--- config.mk ---
export PLATFORM = sky130hd
export DESIGN_NAME = rxia_top
export DESIGN_NICKNAME = d
export VERILOG_FILES = /design/src/pkg/rxia_pkg.sv /design/src/rtl/rxia_top.sv /design/src/rtl/rxia_integ_timer.sv
export SDC_FILE = /design/constraint.sdc
export NUM_CORES = 1
export LEC_CHECK = 0
export BUFFER_PORTS_ARGS = -buffer_cell sky130_fd_sc_hd__buf_2
export CAP_MARGIN = 20
export CELL_PAD_IN_SITES_DETAIL_PLACEMENT = 1
export CELL_PAD_IN_SITES_GLOBAL_PLACEMENT = 2
export CORE_ASPECT_RATIO = 0.9
export CORE_MARGIN = 1
export CORE_UTILIZATION = 35
export DETAILED_ROUTE_END_ITERATION = 10
export MAX_ROUTING_LAYER = met4
export PLACE_DENSITY_LB_ADDON = 0.1
export SYNTH_ARGS = -nofsm -noshare
export SYNTH_HDL_FRONTEND = slang
export SYNTH_SLANG_ARGS = --single-unit
--- constraint.sdc ---
create_clock -name clk -period 3.45 [get_ports clk]
set_input_delay 0.5175 -clock clk [delete_from_list [all_inputs] [get_ports clk]]
set_output_delay 0.5175 -clock clk [all_outputs]
set_load 0.005 [all_outputs]
--- src/pkg/rxia_pkg.sv ---
// package: register map, field layout, reset values and carriers for rx integration / ext ram
package rxia_pkg;

	// ----------------------------------------------------------------
	// register offsets (processor register port, 16-bit words)
	// ----------------------------------------------------------------
	localparam logic [9:0] RXIA_INTEG_0_4_OFS = 10'h219; // groups 0 and 4
	localparam logic [9:0] RXIA_INTEG_1_5_OFS = 10'h21a; // groups 1 and 5
	localparam logic [9:0] RXIA_INTEG_2_6_OFS = 10'h21b; // groups 2 and 6
	localparam logic [9:0] RXIA_INTEG_3_7_OFS = 10'h21c; // groups 3 and 7
	localparam logic [9:0] RXIA_RAM_CTRL_OFS = 10'h280; // ext ram access control
	localparam logic [9:0] RXIA_RAM_DATA_OFS = 10'h284; // ext ram read/write data

	// ----------------------------------------------------------------
	// field positions and reset values
	// ----------------------------------------------------------------
	localparam int RXIA_NUM_INTEG_REGS = 4; // two groups per register
	localparam int RXIA_NUM_GROUPS = 8;
	localparam int RXIA_LO_CODE_LSB = 0; // group n code in 3:0
	localparam int RXIA_HI_CODE_LSB = 8; // group n+4 code in 11:8
	localparam int RXIA_INTEG_STORE_W = 12; // bits 11:0 stored, 15:12 read zero
	localparam logic [11:0] RXIA_INTEG_RESET = 12'hc0c;
	localparam int RXIA_CTRL_READY_BIT = 7;
	localparam int RXIA_CTRL_TOGGLE_BIT = 6;
	localparam int RXIA_CTRL_DIR_BIT = 5;
	localparam int RXIA_CTRL_RSVD_BIT = 2;
	localparam int RXIA_CTRL_NOACC_BIT = 1;
	localparam int RXIA_CTRL_OP_BIT = 0;

	// ----------------------------------------------------------------
	// integration period: 2^(base + code) cycles
	// ----------------------------------------------------------------
	localparam int RXIA_PERIOD_BASE_EXP = 8;
	localparam logic [3:0] RXIA_CODE_MAX = 4'he; // 1111 is undefined
	localparam int RXIA_PERIOD_CNT_W = 23; // holds up to 2^23 - 1; the longest period needs 2^22 - 1

	// ----------------------------------------------------------------
	// carriers
	// ----------------------------------------------------------------
	typedef struct packed {
		logic [9:0] addr; // word address
		logic wr; // one-cycle write strobe
		logic rd; // one-cycle read strobe
		logic [15:0] wdata;
	} rxia_reg_req_t;

	typedef enum logic [1:0] {
		RXIA_OP_INIT = 2'h0,
		RXIA_OP_READ = 2'h1,
		RXIA_OP_WRITE = 2'h2
	} rxia_ram_op_t;

	typedef struct packed {
		logic req; // held until ack seen
		rxia_ram_op_t op;
		logic [7:0] wdata; // byte to store on write
	} rxia_ram_req_t;

endpackage : rxia_pkg

--- src/rtl/rxia_top.sv ---
// rx integration period registers and external ram access sequencer
// ----------------------------------------------------------------
// Notes on behaviour
// code k gives 2^(8+k) cycle integration
// group n in 3:0, n+4 in 11:8
// software never writes code 1111
// suggested codes for e1, t1, t1 isdn
// software writes zeros to bits 7:4
// integration bits 15:12 read zero
// control write clears ready; done sets it
// toggle bit flips on each ready rise
// bit 5 picks transfer direction
// bit 1 set blocks all ram activity
// bits 1:0 = 00 initialise ram
// bits 1:0 = 01 one read or write
// software keeps control bit 2 zero
// control resets ready set, rest zero
// 8-bit data register, upper byte zero
// software waits for ready before next request
// new code applies at next period start
// ----------------------------------------------------------------
`timescale 1ns/10ps
module rxia_top (
	input wire logic clk,
	input wire logic nrst,
	input rxia_pkg::rxia_reg_req_t reg_req,
	output logic [15:0] reg_rdata,
	output rxia_pkg::rxia_ram_req_t ram_req,
	input wire logic ram_ack,
	input wire logic [7:0] ram_rdata,
	output logic [7:0] integ_period_end
);
	import rxia_pkg::*;

	// ----------------------------------------------------------------
	// declarations
	// ----------------------------------------------------------------
	typedef enum logic [1:0] {
		RXIA_ST_IDLE = 2'h0, // ready, nothing in flight
		RXIA_ST_REQ = 2'h1, // request raised, waiting for ack
		RXIA_ST_RELEASE = 2'h3 // request dropped, waiting for ack low
	} rxia_state_t;

	logic [RXIA_INTEG_STORE_W-1:0] integ_q [RXIA_NUM_INTEG_REGS]; // 11:0 kept
	logic [RXIA_INTEG_STORE_W-1:0] integ_d [RXIA_NUM_INTEG_REGS];
	logic ready_q, ready_d; // transfer finished
	logic toggle_q, toggle_d; // flips on every ready rise
	logic dir_q, dir_d; // 1 = ram to registers
	logic rsvd_q, rsvd_d; // reserved bit, stored only
	logic [1:0] mode_q, mode_d; // access selector
	logic [7:0] data_q, data_d; // byte moved per transfer
	rxia_state_t state_q, state_d;
	rxia_ram_op_t op_q, op_d; // op of the transfer in flight
	logic [15:0] rdata_q, rdata_d; // registered read data
	logic ack_s1_q, ack_s2_q; // ack synchroniser
	logic [7:0] rdat_s1_q, rdat_s2_q; // ram data synchroniser
	logic ctrl_wr, data_wr; // decoded write strobes
	logic start; // accepted new transfer

	// integration register index from address, -1 when unmapped
	function automatic int integ_index(input logic [9:0] a);
		unique case (a)
			RXIA_INTEG_0_4_OFS: integ_index = 0;
			RXIA_INTEG_1_5_OFS: integ_index = 1;
			RXIA_INTEG_2_6_OFS: integ_index = 2;
			RXIA_INTEG_3_7_OFS: integ_index = 3;
			default: integ_index = -1;
		endcase
	endfunction : integ_index

	// ----------------------------------------------------------------
	// input synchronisers
	// ----------------------------------------------------------------
	// ram side answers from outside this clock: two flops before use
	always_ff @(posedge clk or negedge nrst) begin
		if (!nrst) begin
			ack_s1_q <= 1'b0;
			ack_s2_q <= 1'b0;
			rdat_s1_q <= 8'h00;
			rdat_s2_q <= 8'h00;
		end else begin
			ack_s1_q <= ram_ack;
			ack_s2_q <= ack_s1_q;
			rdat_s1_q <= ram_rdata;
			rdat_s2_q <= rdat_s1_q;
		end
	end

	// ----------------------------------------------------------------
	// integration registers
	// ----------------------------------------------------------------
	// reserved bits 7:4 are stored as written but never reach a timer
	always_comb begin
		for (int i = 0; i < RXIA_NUM_INTEG_REGS; i++) begin
			integ_d[i] = integ_q[i];
		end
		if (reg_req.wr && integ_index(reg_req.addr) >= 0) begin
			integ_d[integ_index(reg_req.addr)] = reg_req.wdata[RXIA_INTEG_STORE_W-1:0];
		end
	end

	// registers only
	always_ff @(posedge clk or negedge nrst) begin
		if (!nrst) begin
			for (int i = 0; i < RXIA_NUM_INTEG_REGS; i++) begin
				integ_q[i] <= RXIA_INTEG_RESET;
			end
		end else begin
			integ_q <= integ_d;
		end
	end

	// one timer per group; group n and n+4 share a register
	for (genvar g = 0; g < RXIA_NUM_GROUPS; g++) begin : g_timer
		localparam int REG_IDX = g % RXIA_NUM_INTEG_REGS;
		localparam int LSB = (g < RXIA_NUM_INTEG_REGS) ? RXIA_LO_CODE_LSB : RXIA_HI_CODE_LSB;
		rxia_integ_timer u_timer (
			.clk(clk),
			.nrst(nrst),
			.code(integ_q[REG_IDX][LSB +: 4]),
			.period_end(integ_period_end[g])
		);
	end

	// ----------------------------------------------------------------
	// access control, data register and transfer sequencer
	// ----------------------------------------------------------------
	assign ctrl_wr = reg_req.wr && (reg_req.addr == RXIA_RAM_CTRL_OFS);
	assign data_wr = reg_req.wr && (reg_req.addr == RXIA_RAM_DATA_OFS);
	// a write while busy only updates fields; no second request is launched
	assign start = ctrl_wr && (state_q == RXIA_ST_IDLE);

	always_comb begin
		ready_d = ready_q;
		dir_d = dir_q;
		rsvd_d = rsvd_q;
		mode_d = mode_q;
		data_d = data_q;
		state_d = state_q;
		op_d = op_q;
		if (data_wr) begin
			data_d = reg_req.wdata[7:0];
		end
		if (ctrl_wr) begin
			ready_d = 1'b0;
			dir_d = reg_req.wdata[RXIA_CTRL_DIR_BIT];
			rsvd_d = reg_req.wdata[RXIA_CTRL_RSVD_BIT];
			mode_d = reg_req.wdata[RXIA_CTRL_NOACC_BIT:RXIA_CTRL_OP_BIT];
		end
		unique case (state_q)
			RXIA_ST_IDLE: begin
				if (start && reg_req.wdata[RXIA_CTRL_NOACC_BIT]) begin
					// no access at all; only the ready low pulse and the toggle flip on its rise are seen
					ready_d = 1'b0;
				end else if (start) begin
					state_d = RXIA_ST_REQ;
					if (!reg_req.wdata[RXIA_CTRL_OP_BIT]) begin
						op_d = RXIA_OP_INIT;
					end else if (reg_req.wdata[RXIA_CTRL_DIR_BIT]) begin
						op_d = RXIA_OP_READ;
					end else begin
						op_d = RXIA_OP_WRITE;
					end
				end else if (!ready_q) begin
					ready_d = 1'b1;
				end
			end
			RXIA_ST_REQ: begin
				if (ack_s2_q) begin
					state_d = RXIA_ST_RELEASE;
					if (op_q == RXIA_OP_READ) begin
						data_d = rdat_s2_q;
					end
				end
			end
			RXIA_ST_RELEASE: begin
				if (!ack_s2_q) begin
					state_d = RXIA_ST_IDLE;
					ready_d = 1'b1;
				end
			end
			default: begin
				state_d = RXIA_ST_IDLE;
			end
		endcase
		// toggle follows the ready rise, whatever caused it
		toggle_d = toggle_q ^ (ready_d & ~ready_q);
	end

	// registers only
	always_ff @(posedge clk or negedge nrst) begin
		if (!nrst) begin
			ready_q <= 1'b1;
			toggle_q <= 1'b0;
			dir_q <= 1'b0;
			rsvd_q <= 1'b0;
			mode_q <= 2'h0;
			data_q <= 8'h00;
			state_q <= RXIA_ST_IDLE;
			op_q <= RXIA_OP_INIT;
		end else begin
			ready_q <= ready_d;
			toggle_q <= toggle_d;
			dir_q <= dir_d;
			rsvd_q <= rsvd_d;
			mode_q <= mode_d;
			data_q <= data_d;
			state_q <= state_d;
			op_q <= op_d;
		end
	end

	// request held through the whole wait for ack
	always_comb begin
		ram_req.req = (state_q == RXIA_ST_REQ);
		ram_req.op = op_q;
		ram_req.wdata = data_q;
	end

	// ----------------------------------------------------------------
	// read path
	// ----------------------------------------------------------------
	// one cycle latency: data held until the next read strobe
	always_comb begin
		rdata_d = rdata_q;
		if (reg_req.rd) begin
			rdata_d = 16'h0000;
			if (integ_index(reg_req.addr) >= 0) begin
				rdata_d[RXIA_INTEG_STORE_W-1:0] = integ_q[integ_index(reg_req.addr)];
			end else if (reg_req.addr == RXIA_RAM_CTRL_OFS) begin
				rdata_d[RXIA_CTRL_READY_BIT] = ready_q;
				rdata_d[RXIA_CTRL_TOGGLE_BIT] = toggle_q;
				rdata_d[RXIA_CTRL_DIR_BIT] = dir_q;
				rdata_d[RXIA_CTRL_RSVD_BIT] = rsvd_q;
				rdata_d[RXIA_CTRL_NOACC_BIT:RXIA_CTRL_OP_BIT] = mode_q;
			end else if (reg_req.addr == RXIA_RAM_DATA_OFS) begin
				rdata_d[7:0] = data_q;
			end
		end
	end

	// registers only
	always_ff @(posedge clk or negedge nrst) begin
		if (!nrst) begin
			rdata_q <= 16'h0000;
		end else begin
			rdata_q <= rdata_d;
		end
	end

	assign reg_rdata = rdata_q;

endmodule : rxia_top

--- src/rtl/rxia_integ_timer.sv ---
// one group's integration period timer
`timescale 1ns/10ps
module rxia_integ_timer (
	input wire logic clk,
	input wire logic nrst,
	input wire logic [3:0] code,
	output logic period_end
);
	import rxia_pkg::*;

	// ----------------------------------------------------------------
	// state
	// ----------------------------------------------------------------
	logic [RXIA_PERIOD_CNT_W-1:0] cnt_q, cnt_d; // cycles into period
	logic [3:0] act_code_q, act_code_d; // code of running period
	logic [3:0] safe_code; // clamped written code
	logic last; // final cycle of period
	logic [RXIA_PERIOD_CNT_W-1:0] len_m1; // period length minus one

	// period length minus one from code: 2^(8+k) - 1
	function automatic logic [RXIA_PERIOD_CNT_W-1:0] period_m1(input logic [3:0] k);
		logic [RXIA_PERIOD_CNT_W:0] one_hot;
		one_hot = '0;
		one_hot[RXIA_PERIOD_BASE_EXP + int'(k)] = 1'b1;
		period_m1 = RXIA_PERIOD_CNT_W'(one_hot - 1'b1);
	endfunction : period_m1

	// ----------------------------------------------------------------
	// next state
	// ----------------------------------------------------------------
	always_comb begin
		// undefined code 1111 clamped so the counter never overflows
		safe_code = (code > RXIA_CODE_MAX) ? RXIA_CODE_MAX : code;
		len_m1 = period_m1(act_code_q);
		last = (cnt_q == len_m1);
		if (last) begin
			cnt_d = '0;
			act_code_d = safe_code;
		end else begin
			cnt_d = cnt_q + 1'b1;
			act_code_d = act_code_q;
		end
	end

	// registers only
	always_ff @(posedge clk or negedge nrst) begin
		if (!nrst) begin
			cnt_q <= '0;
			act_code_q <= RXIA_INTEG_RESET[3:0];
		end else begin
			cnt_q <= cnt_d;
			act_code_q <= act_code_d;
		end
	end

	// pulse on the last cycle of each period
	assign period_end = last;

endmodule : rxia_integ_timer

==> impl_results.md, run 1 <==
* DRT iter0 DRCs at about 580
* Proportion of layout cells with a drive suffix above 1 at around a quarter
* Initial antenna violation count at 4
* Commonest non-fill, non-tap cell in the layout: dfrtp_1
* Overall Global Routing Usage at 20.1%
* Number of port buffers at 65
* HP Start: ram_rdata[2]
* Tightest Pin Transition at 768 ps
* Outcome: finished with violations
* Final period util at 107%
* Total CTS buffers at 39
* Slew headroom at a little under 50%
* Worst endpoint required time at just under 3000 ps
* Max Cap Viol at 0
* Synth Cell Area at roughly 18000 µm²
* First-pass GRT wire length at 81200 µm
* Fmax at 0.270 GHz
* P per Cell Area at 394 nW/µm²
* CTS tree: yes
* # IOs at 74
* CP endpoint kind: primary output
* Final net count at around 2100
* Post-synth EDFFs at 0
* Wire per inst at roughly 18 µm
* Post-detailed-route count of antenna-violating nets at 0
* WS Path Type: flip-flop to primary output
* Worst min-delay path category: input pin to flip-flop
* R2R cell count at 12
* Area growth from synthesis to layout at 21.9%
* Largest net degree at the start of global routing at 75
* GPL Wtd Cong at between 0.8 and 0.9
* Critical Path End: integ_period_end[5]
* FF+latch count, synth at between 300 and 400
* CTS sink cnt at about 310
* RSZ-0062 raised after global routing: true
* Peak VDD IR at around 0.34 mV
* Die Y at around 220 µm
* Total Wirelength at 49800 µm
* Sequential element share of the synthesized area at about 44%
* DP Cell Count at 2588
* Leading cell types in the layout, fill and taps excluded: 274 x dfrtp_1, 247 x nor2_1, 135 x xor2_1, 127 x nand2_1, 118 x buf_4
* Pre-CTS setup slack at -157 ps
* Violated checks: negative setup slack
* Starting density of the core at between 30% and 40%
* Gr ovfl total at 0
* Clock Pin Slew Worst Setup and Hold Paths at approximately 60 ps
* Clk Latency, worst-skew pair at 570 ps
* P_leak at about 9.6 nW
* First-pass DRT Iterations at 6
* Reg-to-Reg End: g_timer[5].u_timer.act_code_q[1]$_DFFE_PN0N_
* CTS Buffer Depth at 3
* Main flop type after synthesis: dfrtp_1
* Synth unique cells at a little under 80
* Synthesized instance count at 1879
* Mapped Avg Cell Area at around 9.5 µm²
* Vias in the first global route at about 15000
* Hold path cells at 1
* Post-DP HPWL at roughly 35000 µm
* Critical path data arrival time at between 3000 and 4000 ps
* Finished Layout Cells at between 2000 and 3000
* Via count at about 14000
* Final setup margin at -257 ps
* Post-synthesis async set-or-reset flop share at 100%
* Worst setup path start: g_timer[5].u_timer.act_code_q[2]$_DFFE_PN1N_
* Max-slew violation count at 0
* Synthesis Warnings at 0
* Core area at between 50000 and 60000 µm²
* H-tree depth at 2
* Skew final at 27.7 ps
* # rows at 78
* Die area at 51800 µm²
* Die W at 240 µm
* Root Driver: clkbuf_16
* Final setup violation count at 4
* Final min period at approximately 3700 ps
* Startpoint types: flip-flop
* Reg2reg start: g_timer[5].u_timer.act_code_q[2]$_DFFE_PN1N_
* Via-to-Cell Ratio at about 5.2
* R2R setup slack at 160 ps
* Final hold violation count at 0
* DRC violations left at 0
* Critical path fanouts, max at 3
[layer usage]
layer | wire, µm | GRT usage [%]
met1 | 24000 | 27.2
met5 | 0 | -
met3 | 1640 | 3.30
met4 | 1240 | 6.35
met2 | 22900 | 30.7
[through the flow]
stage | instance area, µm² | hold slack [ps] | setup TNS [ps] | utilization, % | power [mW]
6_report | 21700 | 48.3 | -571 | 43.1 | 8.55
5_1_grt | 21700 | 16.7 | -1700 | 43.1 | 8.91
4_1_cts | 21200 | 6.33 | -962 | 42.2 | 8.73
3_5_place_dp | 19200 | 341 | -320 | 38.1 | 4.18
3_3_place_gp | 19200 | 333 | -218 | 38.1 | 4.17
2_1_floorplan | 17800 | 222 | 0 | - | 3.98
[cell families (layout without fill, tap and decap cells)]
kind of cell / count (synthesis) / in the layout / share of synthesized area [%]
DFF: 312 / 312 / 44.0
adders and majority gates: 19 / 19 / 1.33
and+or+nand+nor: 757 / 757 / 21.1
xor gates and xnor gates: 248 / 248 / 12.2
muxes: 114 / 114 / 7.84
other: 1 / 7 / 0.0210
AOI/OAI and AO/OA: 263 / 263 / 9.51
buffers and inverters: 165 / 318 / 3.92
[cell usage after synthesis (all sizes together), types with 20 or more instances]
cell / n / share of area [%]
a22oi: 22 / 0.93
xor2: 137 / 6.7
o21ai: 59 / 1.7
a21oi: 62 / 1.7
nand2b: 20 / 0.70
clkbuf: 83 / 1.7
nand4: 29 / 1.0
nor2: 264 / 5.6
dfstp: 33 / 4.9
nand2: 135 / 2.8
nor3: 42 / 1.2
dfrtp: 279 / 39
xnor2: 111 / 5.5
and3: 47 / 1.6
mux2: 85 / 5.4
a31oi: 24 / 0.84
buf: 40 / 1.3
nand3: 95 / 2.7
nor4: 22 / 1.0
inv: 42 / 0.88
[how the worst min path moves through the flow]
| stage | to |
|---|---|
| after floorplan | ack_s1_q$_DFF_PN0_ |
| after global placement | rdat_s2_q[5]$_DFF_PN0_ |
| after detailed placement | rdat_s2_q[0]$_DFF_PN0_ |
| after CTS | rdat_s1_q[2]$_DFF_PN0_ |
| after global routing | rdat_s1_q[6]$_DFF_PN0_ |
| final | rdat_s1_q[2]$_DFF_PN0_ |
[registers in the layout (all words and copies together), names as in the netlist, 2 cells and up]
signal / cells
g_timer.u_timer.cnt_q: 184
integ_q: 48
g_timer.u_timer.act_code_q: 32
reg_rdata: 12
data_q: 8
rdat_s1_q: 8
rdat_s2_q: 8
mode_q: 2
op_q: 2
state_q: 2
[critical path, stage by stage, from the launching register on]
cell and delay, ps:
dfstp_2 380, nor3_4 230, nand2_2 110, ha_4 180
or3b_4 380, o22ai_2 190, a22oi_2 100, xnor2_2 170
or4_4 500, nor4_4 160, buf_4 160, buf_6 80
[final cells by class]
type,count,area (µm²)
Clock buffer,55,1110
Multi-Input combinational cell,1405,9900
Antenna cell,3,7.51
Inverter,42,158
Fill cell,5699,28600
Tap cell,680,851
Sequential cell,312,7860
Clock inverter,16,284
Timing Repair Buffer,205,1560
[timing repair]
| action | in CTS | in global routing |
|---|---|---|
| gates resized for setup | 97 | 60 |
| endpoints found under the hold margin | 66 | 0 |
| pin swaps | 50 | 36 |
| setup endpoints to repair | 8 | 32 |
| setup buffers | 29 | 28 |
| cloned | 0 | 1 |
| hold buffers | 1 | 0 |
[power by group]
part | internal [mW] | switching, mW | total [mW]
registers | 3.73 | 0.0473 | 3.77
clock network | 2.77 | 1.68 | 4.45
logic | 0.116 | 0.219 | 0.335
total | 6.61 | 1.94 | 8.55
No activity file was read; power rests on OpenSTA's default activity.
==> run 2, diff against run 1 <==
--- a/config.mk
+++ b/config.mk
@@ -5,7 +5,7 @@
 export SDC_FILE = /design/constraint.sdc
 export NUM_CORES = 1
 export LEC_CHECK = 0
-export BUFFER_PORTS_ARGS = -buffer_cell sky130_fd_sc_hd__buf_2
+export BUFFER_PORTS_ARGS = -buffer_cell sky130_fd_sc_hd__buf_4
 export CAP_MARGIN = 20
 export CELL_PAD_IN_SITES_DETAIL_PLACEMENT = 1
 export CELL_PAD_IN_SITES_GLOBAL_PLACEMENT = 2
@@ -15,6 +15,7 @@
 export DETAILED_ROUTE_END_ITERATION = 10
 export MAX_ROUTING_LAYER = met4
 export PLACE_DENSITY_LB_ADDON = 0.1
+export SETUP_SLACK_MARGIN = 0.1
 export SYNTH_ARGS = -nofsm -noshare
 export SYNTH_HDL_FRONTEND = slang
 export SYNTH_SLANG_ARGS = --single-unit
==> impl_results.md, run 2 (synthesized netlist as in run 1, its figures left out) <==
* CTS sink cnt at 312 (unchanged)
* Critical path data arrival time at 3200 ps (about the same)
* Reg2reg start: g_timer[6].u_timer.act_code_q[1]$_DFFE_PN0N_
* WHS at 56.8 ps (+8.52 ps)
* Final min period at 3720 ps (+12.5 ps)
* Clock Pin Slew Worst Setup and Hold Paths at 60 ps (about the same)
* Final hold violation count at 0 (unchanged)
* Via-to-Cell Ratio at 5.21 (-0.21%)
* GPL Wtd Cong at 0.821 (+2.4%)
* Die W at 240 µm (unchanged)
* Startpoint types: flip-flop
* P per Cell Area at 377 nW/µm² (-4.3%)
* Die area at 51800 µm² (unchanged)
* Total CTS buffers at 39 (unchanged)
* # IOs at 74 (unchanged)
* Peak VDD IR at 0.280 mV (-18%)
* DRC violations left at 0 (unchanged)
* Post-detailed-route count of antenna-violating nets at 0 (unchanged)
* Number of port buffers at 65 (unchanged)
* Final net count at 2060 (-0.15%)
* Skew final at 27.7 ps (+0.0602 ps)
* Gr ovfl total at 0 (unchanged)
* Initial antenna violation count at 1 (-3)
* Vias in the first global route at 14700 (-0.67%)
* Post-DP HPWL at 34100 µm (-1.7%)
* Fmax at 0.269 GHz (-0.34%)
* Worst endpoint required time at 2930 ps (about the same)
* Wire per inst at 18.1 µm (-0.97%)
* Largest registers: g_timer.u_timer.cnt_q x184, integ_q x48, g_timer.u_timer.act_code_q x32
* Die Y at 216 µm (unchanged)
* First-pass GRT wire length at 81500 µm (+0.32%)
* Post-DP Area at 19400 µm² (+1.0%)
* Sequential standard cell area at 7850 µm² (about the same)
* First-pass DRT Iterations at 4 (-2)
* Clk Latency, worst-skew pair at 560 ps (about the same)
* H-tree depth at 2 (unchanged)
* Worst min-delay path category: input pin to flip-flop
* Proportion of layout cells with a drive suffix above 1 at 24.6% (-0.54 points)
* R2R setup slack at 200 ps (+40 ps)
* Fin util at 43.1% (-0.062 points)
* R2R cell count at 20 (+8)
* Overall Global Routing Usage at 20.2% (+0.080 points)
* Pwr Total at 8.18 mW (-4.4%)
* Outcome: finished with violations
* Fill cells at 5702 (+0.053%)
* WS Path Type: flip-flop to primary output
* Largest register FFs at 184 (unchanged)
* Pre-CTS setup slack at -121 ps (+35.9 ps)
* Worst setup path start: g_timer[1].u_timer.act_code_q[3]$_DFFE_PN1N_
* Critical Path End: integ_period_end[1]
* Largest net degree at the start of global routing at 78 (+4.0%)
* Multi-input logic area at 9880 µm² (-0.15%)
* Slew headroom at 54.5% (+5.8 points)
* Via count at 14100 (-0.43%)
* CP endpoint kind: primary output
* Most flops, register: g_timer.u_timer.cnt_q
* Max-slew violation count at 0 (unchanged)
* CTS Buffer Depth at 3 (unchanged)
* RSZ-0062 raised after global routing: true
* # rows at 78 (unchanged)
* CTS tree: yes
* Final setup violation count at 6 (+2)
* Root Driver: clkbuf_16
* P_leak at 9.52 nW (-0.47%)
* Finished Layout Cells at 2712 (-0.22%)
* TNS Setup at -850 ps (-278 ps)
* Violated checks: negative setup slack
* Area growth from synthesis to layout at 21.7%
* Reg-to-Reg End: g_timer[6].u_timer.act_code_q[1]$_DFFE_PN0N_
* Total Wirelength at 49200 µm (-1.2%)
* Fin area at 21700 µm² (-0.14%)
* DP Cell Count at 2592 (+0.15%)
* Leading cell types in the layout, fill and taps excluded: 277 x dfrtp_1, 238 x nor2_1, 174 x buf_4, 137 x xor2_1, 127 x nand2_1
* Critical path fanouts, max at 9 (+6)
* Max Cap Viol at 0 (unchanged)
* Core area at 50400 µm² (unchanged)
* Starting density of the core at 35.4% (unchanged)
* Final setup margin at -270 ps (-12.5 ps)
* Commonest non-fill, non-tap cell in the layout: dfrtp_1
* Final period util at 108% (+0.36 points)
* Tightest Pin Transition at 681 ps (-87.2 ps)
* DRT iter0 DRCs at 575 (-0.17%)
## run 2: cell types whose count changed in the layout (fill, tap and decap cells not counted), moves of 6 or more
cell and change:
bufinv_16 -6, buf_6 +8, buf_4 +56, buf_2 -62
nor2_4 +8, nor2_1 -9
## run 2: layout make-up
type / instances / share of cell area (%)
Multi-Input combinational cell: 1405 / 45.6
Sequential cell: 312 / 36.2
Timing Repair Buffer: 202 / 7.72
Clock buffer: 58 / 5.34
Tap cell: 680 / 3.92
Inverter: 42 / 0.750
Clock inverter: 12 / 0.485
Antenna cell: 1 / 0.0115
## run 2: report_power, final
| part | total, mW | internal, mW | switching (mW) |
|---|---|---|---|
| clock | 4.05 | 2.40 | 1.65 |
| sequential | 3.77 | 3.73 | 0.0459 |
| combinational | 0.352 | 0.134 | 0.218 |
## run 2: what timing repair did
item | 4_1_cts | 5_1_grt
buffers inserted | 40 | 7
endpoints found under the setup margin | 9 | 74
cloned | 1 | 1
resized for setup | 115 | 43
pin swaps | 67 | 23
hold buffers | 1 | 0
hold endpoints to repair | 55 | 0
## run 2: worst min-delay path by stage
stage / startpoint / to / slack (ps) / depth (start not counted)
floorplan: nrst / ack_s1_q$_DFF_PN0_ / 220 / 0
global placement: rdat_s1_q[5]$_DFF_PN0_ / rdat_s2_q[5]$_DFF_PN0_ / 330 / 0
detailed placement: rdat_s1_q[5]$_DFF_PN0_ / rdat_s2_q[5]$_DFF_PN0_ / 340 / 0
CTS: ram_rdata[0] / rdat_s1_q[0]$_DFF_PN0_ / 20 / 1
global route: ram_rdata[0] / rdat_s1_q[0]$_DFF_PN0_ / 30 / 1
finish: ram_rdata[2] / rdat_s1_q[2]$_DFF_PN0_ / 60 / 1
## run 2: critical path: stages (launching register included)
cell and delay [ps]:
dfstp_2 380, nor3_4 220, nand2b_1 120, ha_2 230
buf_4 170, inv_1 90, o22ai_1 70, a22oi_1 260
xnor2_2 130, or4_4 560, nor4_4 170, buf_4 160
buf_4 100
## run 2: routing by layer
| metal | global-route usage (%) | wire length [µm] |
|---|---|---|
| met2 | 30.4 | 22200 |
| met4 | 5.86 | 1160 |
| met5 | - | 0 |
| met3 | 2.87 | 1560 |
| met1 | 28.1 | 24200 |
==> run 3, diff against run 2 <==
--- a/config.mk
+++ b/config.mk
@@ -11,7 +11,7 @@
 export CELL_PAD_IN_SITES_GLOBAL_PLACEMENT = 2
 export CORE_ASPECT_RATIO = 0.9
 export CORE_MARGIN = 1
-export CORE_UTILIZATION = 35
+export CORE_UTILIZATION = 28
 export DETAILED_ROUTE_END_ITERATION = 10
 export MAX_ROUTING_LAYER = met4
 export PLACE_DENSITY_LB_ADDON = 0.1
==> impl_results.md, run 3 (synthesized netlist as in run 1, its figures left out) <==
* DRT iter0 DRCs at 578 (+0.52%)
* Commonest non-fill, non-tap cell in the layout: dfrtp_1
* WS Path Type: flip-flop to primary output
* Final min period at 3840 ps (+120 ps)
* Overall Global Routing Usage at 16.8% (-3.4 points)
* Largest register FFs at 184 (unchanged)
* Comb power frac at 4.1% (-0.2 points)
* H-tree depth at 2 (unchanged)
* Die W at 268 µm (+12%)
* P per Cell Area at 383 nW/µm² (+1.5%)
* Clk pwr share at 51.4% (+1.8 points)
* Critical path fanouts, max at 3 (-6)
* Worst endpoint required time at 2930 ps (about the same)
* Leading cell types in the layout, fill and taps excluded: 277 x dfrtp_1, 247 x nor2_1, 185 x buf_4, 136 x xor2_1, 126 x nand2_1
* Reg2reg start: g_timer[5].u_timer.act_code_q[3]$_DFFE_PN1N_
* P_leak at 9.68 nW (+1.6%)
* First-pass GRT wire length at 84000 µm (+3.1%)
* Final setup margin at -390 ps (-120 ps)
* Sw Share at 23.1% (-0.36 points)
* Core area at 62800 µm² (+25%)
* Largest net degree at the start of global routing at 67 (-14%)
* HP Start: ram_rdata[2]
* Largest registers: g_timer.u_timer.cnt_q x184, integ_q x48, g_timer.u_timer.act_code_q x32
* # rows at 87 (+12%)
* Clk Latency, worst-skew pair at 560 ps (about the same)
* Via count at 14100 (-0.042%)
* Vias in the first global route at 14900 (+0.90%)
* Total CTS buffers at 41 (+5.1%)
* Post-DP HPWL at 36300 µm (+6.4%)
* Skew final at 13.4 ps (-14.3 ps)
* Peak VDD IR at 0.275 mV (-2.0%)
* Startpoint types: flip-flop
* CTS Buffer Depth at 3 (unchanged)
* Total Wirelength at 51500 µm (+4.6%)
* RSZ-0062 raised after global routing: true
* Die Y at 241 µm (+12%)
* Final period util at 111% (+3.5 points)
* Clock Pin Slew Worst Setup and Hold Paths at 60 ps (about the same)
* P_sw at 1.96 mW (+2.4%)
* Outcome: finished with violations
* # IOs at 74 (unchanged)
* Die area at 64700 µm² (+25%)
* Most flops, register: g_timer.u_timer.cnt_q
* Max Cap Viol at 0 (unchanged)
* Fmax at 0.260 GHz (-3.1%)
* Post-detailed-route count of antenna-violating nets at 0 (unchanged)
* Final setup violation count at 5 (-1)
* Starting density of the core at 28.4% (-7.0 points)
* Final net count at 2073 (+0.63%)
* Sequential power share at 44.5% (-1.6 points)
* Worst min-delay path category: input pin to flip-flop
* CTS tree: yes
* Initial antenna violation count at 0 (-1)
* Pre-CTS setup slack at -246 ps (-124 ps)
* First-pass DRT Iterations at 4 (unchanged)
* Max-slew violation count at 0 (unchanged)
* P_int at 6.54 mW (+4.4%)
* Wire per inst at 17.8 µm (-1.9%)
* Root Driver: clkbuf_16
* Violated checks: negative setup slack
* ANT cells at 0 (-1)
* Slew headroom at 44.2% (-10 points)
* DRC violations left at 0 (unchanged)
* Final hold violation count at 0 (unchanged)
* Number of port buffers at 65 (unchanged)
* Area growth from synthesis to layout at 24.6%
* CP endpoint kind: primary output
* Worst setup path start: g_timer[5].u_timer.act_code_q[3]$_DFFE_PN1N_
* CTS sink cnt at 312 (unchanged)
* GPL Wtd Cong at 0.781 (-4.8%)
* Gr ovfl total at 0 (unchanged)
* Critical path data arrival time at 3320 ps (+120 ps)
* Fin util at 35.4% (-7.7 points)
* Tightest Pin Transition at 833 ps (+152 ps)
* Proportion of layout cells with a drive suffix above 1 at 26.3% (+1.8 points)
* Via-to-Cell Ratio at 4.88 (-6.3%)
[run 3: cell types whose count changed in the layout (fill, tap and decap cells not counted), moves of 6 or more]
cell      change
buf_4        +11
clkbuf_8      -6
clkinv_2      +6
nor2_1        +9
nor2_4        -9
[run 3: worst paths after layout]
| check | end | slack, ps | cells past startpoint |
|---|---|---|---|
| worst max-delay path | integ_period_end[5] | -390 | 11 |
| worst min-delay path | rdat_s1_q[2]$_DFF_PN0_ | 70 | 1 |
| worst max register to register | g_timer[5].u_timer.act_code_q[1]$_DFFE_PN0N_ | 260 | 13 |
| worst min register to register | rdat_s2_q[6]$_DFF_PN0_ | 350 | 0 |
| max in group asynchronous | integ_q[34]$_DFFE_PN1P_ | 1960 | 3 |
| min in group asynchronous | g_timer[3].u_timer.cnt_q[19]$_DFF_PN0_ | 520 | 2 |
[run 3: power groups by stage]
stage,Clock [mW],Combinational (mW),Sequential (mW)
finish,4.37,0.350,3.78
global route,4.70,0.408,3.78
CTS,4.56,0.364,3.78
detailed placement,0,0.361,3.85
global placement,0,0.352,3.84
floorplan,0,0.165,3.82
[run 3: timing repair]
| item | 4_1_cts | 5_1_grt |
|---|---|---|
| cloned | 0 | 2 |
| setup buffers | 46 | 14 |
| hold endpoints to repair | 51 | 0 |
| hold buffers | 1 | 0 |
| endpoints found under the setup margin | 15 | 69 |
| gates resized for setup | 118 | 63 |
| pin swaps | 70 | 34 |
[run 3: cell type report]
| class | count | area, µm² |
|---|---|---|
| Sequential cell | 312 | 7850 |
| Fill cell | 7108 | 40600 |
| Timing Repair Buffer | 213 | 1800 |
| Tap cell | 845 | 1060 |
| Clock inverter | 20 | 239 |
| Clock buffer | 55 | 1130 |
| Multi-Input combinational cell | 1405 | 9980 |
| Inverter | 42 | 158 |
[run 3: per-layer routing]
metal	track usage [%]	vias up	share of wire, %	routed length [µm]
li1	-	6825	-	-
met3	2.40	66	2.9	1480
met5	-	-	0	0
met1	23.3	7092	50	25500
met2	25.6	138	45	23300
met4	4.66	0	2.2	1150
[run 3: critical path, cell delays in order, from the launching register on]
cell	delay, ps
dfstp_2	380
nor3_4	240
nand2_2	120
ha_4	180
or3b_4	390
o22ai_4	160
a22oi_2	90
xnor2_2	160
or4_4	500
nor4_4	300
buf_4	170
buf_6	80
[run 3: metrics by stage]
| step | setup TNS (ps) | cells | power [mW] | hold slack (ps) | cell area (µm²) |
|---|---|---|---|---|---|
| 3_5_place_dp | -360 | 2757 | 4.21 | 336 | 19600 |
| 5_1_grt | -1860 | 2892 | 8.89 | 30.2 | 22200 |
| 6_report | -788 | 2892 | 8.50 | 68.4 | 22200 |
| 4_1_cts | -1220 | 2879 | 8.71 | 20.2 | 21800 |
| 3_3_place_gp | -301 | 2757 | 4.20 | 335 | 19600 |
| 2_1_floorplan | 0 | 1882 | 3.98 | 222 | 17900 |
